File: config.mk
export PLATFORM = sky130hd
export DESIGN_NAME = rwd_top
export DESIGN_NICKNAME = d
export VERILOG_FILES = /design/src/logic/rwd_pkg.sv /design/src/logic/rwd_top.sv
export SDC_FILE = /design/constraint.sdc
export NUM_CORES = 1
export LEC_CHECK = 0
export BUFFER_PORTS_ARGS = -buffer_cell sky130_fd_sc_hd__buf_2
export CORE_MARGIN = 2
export CORE_UTILIZATION = 24
export CTS_CLUSTER_SIZE = 10
export DETAILED_ROUTE_END_ITERATION = 6
export HOLD_SLACK_MARGIN = 0.05
export PLACE_DENSITY_LB_ADDON = 0.15
export SLEW_MARGIN = 5
export SYNTH_ARGS = -nofsm -noshare
export SYNTH_HDL_FRONTEND = slang
export SYNTH_SLANG_ARGS = --single-unit
File: constraint.sdc
create_clock -name CORE_CLK_I -period 3.9 [get_ports CORE_CLK_I]
set_clock_uncertainty 0.05 [all_clocks]
set_input_delay 0.78 -clock CORE_CLK_I [delete_from_list [all_inputs] [get_ports CORE_CLK_I]]
set_output_delay 0.78 -clock CORE_CLK_I [all_outputs]
set_load 0.01 [all_outputs]
File: src/logic/rwd_pkg.sv
// Purpose: Shared constants and types of the runaway supervisor.
// Assumes: APB register access with 32-bit data.
// Notes:   Offsets are byte addresses of aligned words.
package rwd_pkg;
  localparam int unsigned CLK_HZ        = 125_000_000;
  localparam int unsigned CHAIN_W       = 19;
  localparam int unsigned PRESC_W       = 3;
  localparam int unsigned CNT_W         = 16;
  localparam int unsigned OVF_2S_S      = 2;
  localparam int unsigned OVF_4S_S      = 4;
  localparam int unsigned OVF_8S_S      = 8;
  localparam int unsigned SRC_DIV       = 4;
  // Count-source rate chosen so the full chain spans the longest period.
  localparam int unsigned TICK_HZ       = (1 << CHAIN_W) / OVF_8S_S;
  localparam int unsigned TICK_DIV_DEF  = CLK_HZ / TICK_HZ;
  localparam logic [CHAIN_W-1:0] LIMIT_2S = CHAIN_W'((1 << CHAIN_W) / OVF_8S_S * OVF_2S_S - 1);
  localparam logic [CHAIN_W-1:0] LIMIT_4S = CHAIN_W'((1 << CHAIN_W) / OVF_8S_S * OVF_4S_S - 1);
  localparam logic [CHAIN_W-1:0] LIMIT_8S = CHAIN_W'((1 << CHAIN_W) - 1);
  localparam int unsigned RST_PULSE_DEF = 16;

  localparam logic [7:0] OFS_CTRL   = 8'h00;
  localparam logic [7:0] OFS_FET    = 8'h04;
  localparam logic [7:0] OFS_STATUS = 8'h08;
  localparam logic [7:0] OFS_MASK   = 8'h0c;
  localparam logic [7:0] OFS_COUNT  = 8'h10;

  localparam int unsigned CTRL_SEL_LO  = 0;
  localparam int unsigned CTRL_SEL_HI  = 1;
  localparam int unsigned CTRL_RSEL    = 2;
  localparam int unsigned CTRL_REFRESH = 3;
  localparam int unsigned FET_CHG      = 0;
  localparam int unsigned FET_DSG      = 1;
  localparam int unsigned ST_FLAG      = 0;
  localparam int unsigned ST_SECOND    = 1;
  localparam int unsigned ST_W         = 2;

  localparam logic [1:0] SEL_2S = 2'h0;
  localparam logic [1:0] SEL_4S = 2'h1;
  localparam logic [1:0] CTRL_RST = 2'h0;
  localparam logic [1:0] FET_RST  = 2'h0;

  typedef struct packed {
    logic        sel;
    logic        en;
    logic        wr;
    logic [7:0]  addr;
    logic [31:0] wdata;
  } rwd_apb_req_t;

  typedef struct packed {
    logic [1:0] period_sel;
    logic       runaway_reset_select;
  } rwd_ctrl_t;

  typedef enum logic {STAGE_FIRST, STAGE_SECOND} rwd_stage_t;
endpackage : rwd_pkg

File: src/logic/rwd_top.sv
// Purpose: Runaway supervisor watching the on-package processor.
// Assumes: One core clock; refresh arrives on a pin from the processor.
// Notes:   The count source is an enable pulse divided from the core clock.
//
// The address map and the APB register port were left to the implementer.
`timescale 1ns/100ps
module rwd_top #(
  parameter int unsigned TICK_DIV  = rwd_pkg::TICK_DIV_DEF,
  parameter int unsigned RST_PULSE = rwd_pkg::RST_PULSE_DEF
) (
  input  wire logic        CORE_CLK_I,
  input  wire logic        SYS_RST_I,
  input  wire logic        PSEL_I,
  input  wire logic        PENABLE_I,
  input  wire logic        PWRITE_I,
  input  wire logic [7:0]  PADDR_I,
  input  wire logic [31:0] PWDATA_I,
  output logic [31:0]      PRDATA_O,
  output logic             PREADY_O,
  output logic             PSLVERR_O,
  input  wire logic        REFRESH_PULSE_INPUT_I,
  output logic             CHARGE_FET_ENABLE_O,
  output logic             DISCHARGE_FET_ENABLE_O,
  output logic             RESET_OUTPUT_PIN_N_O,
  output logic             IRQ_O
);
  generate
    if (TICK_DIV < 1 || TICK_DIV > 65535 || RST_PULSE < 8 || RST_PULSE > 255)
    begin : g_bad_param
      $error("rwd_top: parameter out of range");
    end
  endgenerate

  rwd_pkg::rwd_apb_req_t req;
  assign req = '{sel: PSEL_I, en: PENABLE_I, wr: PWRITE_I, addr: PADDR_I, wdata: PWDATA_I};

  // Bus decode.
  wire setup_ph  = req.sel && !req.en;
  wire access_ph = req.sel && req.en;
  wire wr_acc    = access_ph && req.wr;
  wire rd_acc    = access_ph && !req.wr;
  wire hit_ctrl  = req.addr == rwd_pkg::OFS_CTRL;
  wire hit_fet   = req.addr == rwd_pkg::OFS_FET;
  wire hit_stat  = req.addr == rwd_pkg::OFS_STATUS;
  wire hit_mask  = req.addr == rwd_pkg::OFS_MASK;
  wire hit_cnt   = req.addr == rwd_pkg::OFS_COUNT;
  wire wr_ctrl   = wr_acc && hit_ctrl;
  wire wr_fet    = wr_acc && hit_fet;
  wire wr_mask   = wr_acc && hit_mask;
  wire rd_stat   = rd_acc && hit_stat;

  rwd_pkg::rwd_ctrl_t   ctrl_q;
  rwd_pkg::rwd_ctrl_t   ctrl_d;
  rwd_pkg::rwd_stage_t  stage_q;
  rwd_pkg::rwd_stage_t  stage_d;
  logic [1:0]                    fet_q;
  logic [1:0]                    fet_d;
  logic [rwd_pkg::ST_W-1:0]      status_q;
  logic [rwd_pkg::ST_W-1:0]      status_d;
  logic [rwd_pkg::ST_W-1:0]      mask_q;
  logic [rwd_pkg::PRESC_W-1:0]   presc_q;
  logic [rwd_pkg::CNT_W-1:0]     cnt_q;
  logic [15:0]                   div_q;
  logic [7:0]                    rst_cnt_q;
  logic [2:0]                    refresh_sync_q;
  logic [31:0]                   prdata_q;
  logic                          irq_q;

  // The pin is not sampled before two flops; the pull-down sits in the pad.
  wire refresh_pin  = refresh_sync_q[1] && !refresh_sync_q[2];
  wire refresh_sw   = wr_ctrl && req.wdata[rwd_pkg::CTRL_REFRESH];
  assign ctrl_d     = '{period_sel: req.wdata[rwd_pkg::CTRL_SEL_HI:rwd_pkg::CTRL_SEL_LO],
                        runaway_reset_select: req.wdata[rwd_pkg::CTRL_RSEL]};
  wire period_chg   = wr_ctrl && (ctrl_d.period_sel != ctrl_q.period_sel);
  wire restart      = refresh_pin || refresh_sw || period_chg;

  // Count source: one enable pulse per divided oscillator period.
  wire tick = div_q == 16'(TICK_DIV - 1);
  wire [rwd_pkg::CHAIN_W-1:0] chain = {cnt_q, presc_q};
  wire [rwd_pkg::CHAIN_W-1:0] limit =
    (ctrl_q.period_sel == rwd_pkg::SEL_2S) ? rwd_pkg::LIMIT_2S :
    (ctrl_q.period_sel == rwd_pkg::SEL_4S) ? rwd_pkg::LIMIT_4S :
    rwd_pkg::LIMIT_8S;
  wire ovf        = tick && !restart && (chain == limit);
  wire ovf_first  = ovf && (stage_q == rwd_pkg::STAGE_FIRST);
  wire ovf_second = ovf && (stage_q == rwd_pkg::STAGE_SECOND);
  wire [rwd_pkg::CHAIN_W-1:0] chain_next =
    (restart || ovf) ? '0 : (tick ? chain + 1'b1 : chain);

  // Second overflow returns to the first stage so the flag can fire again.
  assign stage_d = restart    ? rwd_pkg::STAGE_FIRST :
                   ovf_first  ? rwd_pkg::STAGE_SECOND :
                   ovf_second ? rwd_pkg::STAGE_FIRST : stage_q;

  // The hardware clear beats a software write in the same cycle.
  assign fet_d = ovf_second ? 2'h0 :
                 (wr_fet ? req.wdata[rwd_pkg::FET_DSG:rwd_pkg::FET_CHG] : fet_q);

  // A new event wins over the read that clears the status.
  wire [rwd_pkg::ST_W-1:0] events = {ovf_second, ovf_first};
  assign status_d = (rd_stat ? '0 : status_q) | events;

  wire reset_req = ovf_second && ctrl_q.runaway_reset_select;

  wire [31:0] rd_mux =
    hit_ctrl ? {28'h0, 1'b0, ctrl_q.runaway_reset_select, ctrl_q.period_sel} :
    hit_fet  ? {30'h0, fet_q} :
    hit_stat ? {30'h0, status_q} :
    hit_mask ? {30'h0, mask_q} :
    hit_cnt  ? {13'h0, chain} : 32'h0;

  always_ff @(posedge CORE_CLK_I)
  begin
    if (SYS_RST_I)
    begin
      div_q          <= '0;
      presc_q        <= '0;
      cnt_q          <= '0;
      stage_q        <= rwd_pkg::STAGE_FIRST;
      refresh_sync_q <= '0;
    end
    else
    begin
      div_q          <= tick ? '0 : div_q + 1'b1;
      presc_q        <= chain_next[rwd_pkg::PRESC_W-1:0];
      cnt_q          <= chain_next[rwd_pkg::CHAIN_W-1:rwd_pkg::PRESC_W];
      stage_q        <= stage_d;
      refresh_sync_q <= {refresh_sync_q[1:0], REFRESH_PULSE_INPUT_I};
    end
  end

  always_ff @(posedge CORE_CLK_I)
  begin
    if (SYS_RST_I)
    begin
      ctrl_q   <= '{period_sel: rwd_pkg::CTRL_RST, runaway_reset_select: 1'b0};
      fet_q    <= rwd_pkg::FET_RST;
      status_q <= '0;
      mask_q   <= '0;
      prdata_q <= '0;
      irq_q    <= 1'b0;
    end
    else
    begin
      ctrl_q   <= wr_ctrl ? ctrl_d : ctrl_q;
      fet_q    <= fet_d;
      status_q <= status_d;
      mask_q   <= wr_mask ? req.wdata[rwd_pkg::ST_W-1:0] : mask_q;
      prdata_q <= setup_ph ? rd_mux : prdata_q;
      irq_q    <= |(status_d & mask_q);
    end
  end

  // Power-on reset holds the pin low; a runaway request stretches a pulse.
  always_ff @(posedge CORE_CLK_I)
  begin
    if (SYS_RST_I)
      rst_cnt_q <= 8'(RST_PULSE);
    else if (reset_req)
      rst_cnt_q <= 8'(RST_PULSE);
    else if (rst_cnt_q != 8'h00)
      rst_cnt_q <= rst_cnt_q - 8'h01;
  end

  assign RESET_OUTPUT_PIN_N_O   = (rst_cnt_q == 8'h00) && !SYS_RST_I;
  assign PRDATA_O               = prdata_q;
  assign PREADY_O               = 1'b1;
  assign PSLVERR_O              = 1'b0;
  assign CHARGE_FET_ENABLE_O    = fet_q[rwd_pkg::FET_CHG];
  assign DISCHARGE_FET_ENABLE_O = fet_q[rwd_pkg::FET_DSG];
  assign IRQ_O                  = irq_q;

  // Counts how long the reset pin has been low since power-on reset let go.
  // A long stretch would mean the pulse counter was reloaded or stuck.
  logic [7:0] pin_low_q;

  always_ff @(posedge CORE_CLK_I)
  begin
    if (SYS_RST_I)
      pin_low_q <= 8'h00;
    else if (RESET_OUTPUT_PIN_N_O)
      pin_low_q <= 8'h00;
    else if (pin_low_q != 8'hff)
      pin_low_q <= pin_low_q + 8'h01;
  end
endmodule : rwd_top

# [Word level (Yosys, flattened, before mapping)]
# Cells that the tools add are included.
[op_classes] add_sub_neg=3 n_eq_ne=8 muxes=10 bitwise=3 reduce_logical=36
[ops] cell="$mux W19" n=7
[ops] cell="$add A19 B1 Y19 const B" n=1
[ops] cell="$eq A19 B19 Y1" n=1
[ops] cell="$logic_and A1 B1 Y1" n=17
[ops] cell="$add A16 B1 Y16 const B" n=1
[ops] cell="$eq A16 B11 Y1 const B" n=1
[ops] cell="$eq A8 B4 Y1 const B" n=2
[ops] cell="$logic_not A8 Y1" n=2
[ops] cell="$reduce_or A2 Y1" n=6
[ops] cell="$eq A8 B3 Y1 const B" n=1
[ops] cell="$eq A8 B5 Y1 const B" n=1
[ops] cell="$reduce_bool A8 Y1" n=1
[ops] cell="$sub A8 B1 Y8 const B" n=1
[ops] cell="$logic_not A1 Y1" n=5
[ops] cell="$logic_or A1 B1 Y1" n=3
[ops] cell="$and A2 B2 Y2" n=1
[ops] cell="$eq A2 B1 Y1 const B" n=1
[ops] cell="$logic_not A2 Y1" n=1
[ops] cell="$mux W1" n=2
[ops] cell="$mux W2" n=1
[ops] cell="$ne A2 B2 Y1" n=1
[ops] cell="$or A2 B2 Y2" n=1
[ops] cell="$reduce_bool A2 Y1" n=1
[ops] cell="$not A1 Y1" n=1
[word_totals] regBits=89 in_bits=46 out_inout_bits=38 wordCells=73

# [Depth between registers and ports, before layout]
[logic_depth] ltp_word=13 mapped_depth=9 mapped_depth_nobuf=7

# [Least setup slack after synthesis]
# Ideal clock, no wire load.
[synth_path] kind="in2reg" from="input port PADDR_I[4]" to="register fet_q[0]" setup_ns=0.132 arrival_ns=2.247 t_required_ns=3.718 path_slack_ns=1.472 cell_stages=5 n_path_buf=0 path_cell_list="or4_1 nor4_1 and2b_1 mux2i_1 nor3_1"
[synth_via] elab_chain_len=10 elab_cells_between_ends=13 classes_between="eq/ne: 1; reduce/logical: 12"
[synth_lines] element="from (decl)" line_no="rwd_top.sv:16" text="input wire logic [7:0] PADDR_I,"
[synth_lines] element="$logic_not A8 Y1" line_no="rwd_top.sv:42" text="wire hit_ctrl = req.addr == rwd_pkg::OFS_CTRL;"
[synth_lines] element="$logic_and A1 B1 Y1" line_no="rwd_top.sv:47" text="wire wr_ctrl = wr_acc && hit_ctrl;"
[synth_lines] element="$logic_and A1 B1 Y1" line_no="rwd_top.sv:71" text="wire refresh_sw = wr_ctrl && req.wdata[rwd_pkg::CTRL_REFRESH];"
[synth_lines] element="$logic_or A1 B1 Y1 (2 in series)" line_no="rwd_top.sv:75" text="wire restart = refresh_pin || refresh_sw || period_chg;"
[synth_lines] element="$logic_not A1 Y1" line_no="rwd_top.sv:84" text="wire ovf = tick && !restart && (chain == limit);"
[synth_lines] element="$logic_and A1 B1 Y1 (2 in series)" line_no="rwd_top.sv:84"
[synth_lines] element="$logic_and A1 B1 Y1" line_no="rwd_top.sv:86" text="wire ovf_second = ovf && (stage_q == rwd_pkg::STAGE_SECOND);"
[synth_lines] element="$reduce_or A2 Y1 (no line)"
[synth_lines] element="to (signal assigned)" line_no="rwd_top.sv:137" text="fet_q <= rwd_pkg::FET_RST;"
[synth_lines] element="to (signal assigned)" line_no="rwd_top.sv:146" text="fet_q <= fet_d;"
[synth_lines] element="to (decl)" line_no="rwd_top.sv:56" text="logic [1:0] fet_q;"
# Several ways; a longest one is shown, not always the timed one.
# A chain may end at the register's enable or synchronous reset.

# [Worst setup path in the final report]
[layout_path] from="register rst_cnt_q[2]" to="output port RESET_OUTPUT_PIN_N_O"
[layout_via] elab_chain_len=2
[layout_lines] element="from (decl)" line_no="rwd_top.sv:64" text="logic [7:0] rst_cnt_q;"
[layout_lines] element="from (signal assigned)" line_no="rwd_top.sv:158" text="rst_cnt_q <= 8'(RST_PULSE);"
[layout_lines] element="from (signal assigned)" line_no="rwd_top.sv:160" text="rst_cnt_q <= 8'(RST_PULSE);"
[layout_lines] element="from (signal assigned)" line_no="rwd_top.sv:162" text="rst_cnt_q <= rst_cnt_q - 8'h01;"
[layout_lines] element="$logic_not A8 Y1" line_no="rwd_top.sv:165" text="assign RESET_OUTPUT_PIN_N_O = (rst_cnt_q == 8'h00) && !SYS_RST_I;"
[layout_lines] element="$logic_and A1 B1 Y1" line_no="rwd_top.sv:165"
[layout_lines] element="to (decl)" line_no="rwd_top.sv:24" text="output logic RESET_OUTPUT_PIN_N_O,"
# Every way passes these cells.

==> flow_metrics.tcl <==
set metrics [dict create \
    max_cap_violations 0 \
    path_cells "nor4_1 -> nand2_1 -> or3_1 -> nor2_1 -> buf_2" \
    dp_hpwl_mm 6.00 \
    outcome "finished clean" \
    worstSetupStartpointType "register" \
    fill_cells 1578 \
    synth_edf_count 0 \
    pwr-share-clk_pct 48.9 \
    dp.cells 631 \
    synth_most_common_cell "dfxtp_1" \
    cts_hold_buf 0 \
    worst_pin_slew_ns 0.821 \
    power_mw 2.01 \
    num_rows 44 \
    via_count 2891 \
    syn_area_mm2 0.00350 \
    hp-class "reg -> reg" \
    dieArea_mm2 0.0156 \
    drc 0 \
    end_kind "output port" \
    cts.sinks 76 \
    ant_nets 0 \
    yosys.area.top_type "dfxtp_1" \
    cp_slowest_cell "or3_1" \
    leakagePower_nw 1.52 \
    intPower_mw 1.55 \
    p_comb_share_pct 9.5 \
    antennaDiodeCount 0 \
    p_seq_share_pct 41.5 \
    relSlewSlack_pct 45.3 \
    cts_setup_buffers 0 \
    rsz0062_at_grt "false" \
    synth_top_area_share_pct 43.4 \
    gp_congestion 0.744 \
    finalSetupViolations 0 \
    drt_wl_total_mm 8.49 \
    dieHeight_um 125 \
    ys.flop_type "dfxtp_1" \
    path_max_fanout 8 \
    cts_root_buf "clkbuf_16" \
    cts_tree "done" \
    cts_max_level 3 \
    via_per_inst 4.47 \
    coreArea_mm2 0.0144 \
    fp.dieW_um 125 \
    drive_gt1_share_pct 15.3 \
    num_io_pins 84 \
    ys_ff_latch 76 \
    io_buffers 40 \
    track_usage_pct 11.7 \
    seq_area_frac_synth_pct 43.4 \
    swShare_pct 23.1 \
    stdcell_count 647 \
    setup_slack_ns 1.21 \
    drv_slew 0 \
    hold_viol 0 \
    antenna_found_initial 0 \
    timing.final.crit_share_pct 68.9 \
    start_util_pct 24.3 \
    cp.arrival_ns 1.86 \
    netlist-cell-type-count 45 \
    tns_ns 0 \
    regArea_mm2 0.00152 \
    dr.pass1.iters 4 \
    final_util_pct 29.1 \
    p_per_area_mw_per_mm2 480 \
    overflow 0 \
    fin_crit_ns 2.69 \
    wl_per_cell_um 13.1 \
    post_cts_resized 0 \
    crit_type "reg -> out" \
    irDropWorstVdd_v 0.000200 \
    grt_max_degree 21 \
    multi_input_area_mm2 0.00180 \
    fmax_mhz 372 \
    cts_buffers 9 \
    avgSynthCellArea_um2 8.30 \
    ys_warn_count 0 \
    critical-path-max-stage-delay_ns 0.46 \
    syn_to_final_growth_pct 19.7 \
    required_ns 3.07 \
    first_global_vias 2835 \
    p_switching_mw 0.465 \
    ys_top_cells_by_count "dfxtp_1 (76), nor2_1 (52), nand2_1 (41), nand3_1 (32), a21oi_1 (27)" \
    place_ws_ns 1.04 \
    ys_top_cells_by_area "dfxtp_1 (43%), xnor2_1 (5.8%), nor2_1 (5.6%)" \
    grt_pass1_wl_mm 14.6 \
    syn_inst 422 \
    fin_nets 508 \
    async_reset_ff_share_pct 0 \
    clk_pin_slew_ns 0.05 \
    clockBufferDepth 2 \
    clk_latency_ns 0.34 \
    first_iter_violations 142 \
]
## worst max-delay path: cells and delay by family, from the launching register on
family                 cells  cell delay, ns
AND/OR/NAND/NOR            4            1.04
flip-flops                 1            0.34
buffers and inverters      1            0.13
## state kept, by name, summed over array words and instances (netlist names)
name,cells
rst_cnt_q,8
presc_q,3
stage_q,1
status_q,2
IRQ_O,1
refresh_sync_q,3
fet_q,2
mask_q,2
cnt_q,16
div_q,16
ctrl_q,3
PRDATA_O,19
## path summary, 6_finish.rpt
| path | start | endpoint | slack, ns | cells past startpoint |
|---|---|---|---|---|
| hold reg to reg | PRDATA_O[16] | PRDATA_O[16] | 0.40 | 2 |
| setup reg to reg | presc_q[0] | cnt_q[8] | 1.28 | 6 |
| hold / removal | PRDATA_O[16] | PRDATA_O[16] | 0.40 | 2 |
| setup / recovery | rst_cnt_q[2] | RESET_OUTPUT_PIN_N_O | 1.21 | 5 |
## layout make-up
cell class              count  share of cell area, %
flip-flops and latches     76                   36.3
well taps                 184                   5.49
clock inverters             4                   2.27
repair buffers             47                   6.03
multi-input cells         314                   42.9
clock buffers              12                   6.12
inverters                  10                  0.895
## metrics by stage
step	hold WS [ns]	area, um^2
finish	0.398	4190
global route	0.408	4190
CTS	0.400	4190
detailed placement	0.392	3840
global placement	0.384	3840
floorplan	0.364	3550
## cell usage in the layout, fill, tap and decap left out, types with 3 or more instances in the layout
cell,n
nor2b_1,8
a21oi_1,27
inv_1,10
dfxtp_1,76
or2_2,3
ha_1,4
nand2b_1,5
and3_1,6
buf_2,40
mux2i_1,6
clkbuf_16,9
o21ai_0,9
buf_4,7
or4_1,3
or3_1,10
conb_1,15
nor3_1,10
nand3_1,32
xnor2_1,23
o2bb2ai_1,3
nand4_1,7
nor2_1,52
xor2_1,12
nand2_1,41
nor4_1,14
bufinv_16,3
## cells by family after synthesis
kind of cell               share of synthesized area [%]
and+or+nand+nor                                     28.9
DFF                                                 43.4
AOI/OAI and AO/OA                                   8.93
buffers and inverters                               6.61
xor gates and xnor gates                            8.75
muxes                                               1.71
adders and majority gates                           1.43
other                                              0.214
## power groups by stage
stage	registers [mW]	clock network [mW]	logic, mW
after floorplan	0.848	0	0.163
after global placement	0.854	0	0.190
after detailed placement	0.853	0	0.196
after CTS	0.836	1.02	0.198
after global routing	0.841	1.06	0.227
final	0.837	0.985	0.192
## routing by layer
metal | GRT usage, % | up-vias | share of wire (%)
li1 | - | 1497 | -
met3 | 5.03 | 11 | 5.6
met1 | 15.2 | 1339 | 48
met5 | 0 | - | 0
met4 | 2.94 | 0 | 1.2
met2 | 17.8 | 44 | 45
No activity file was read; power rests on OpenSTA's default activity.
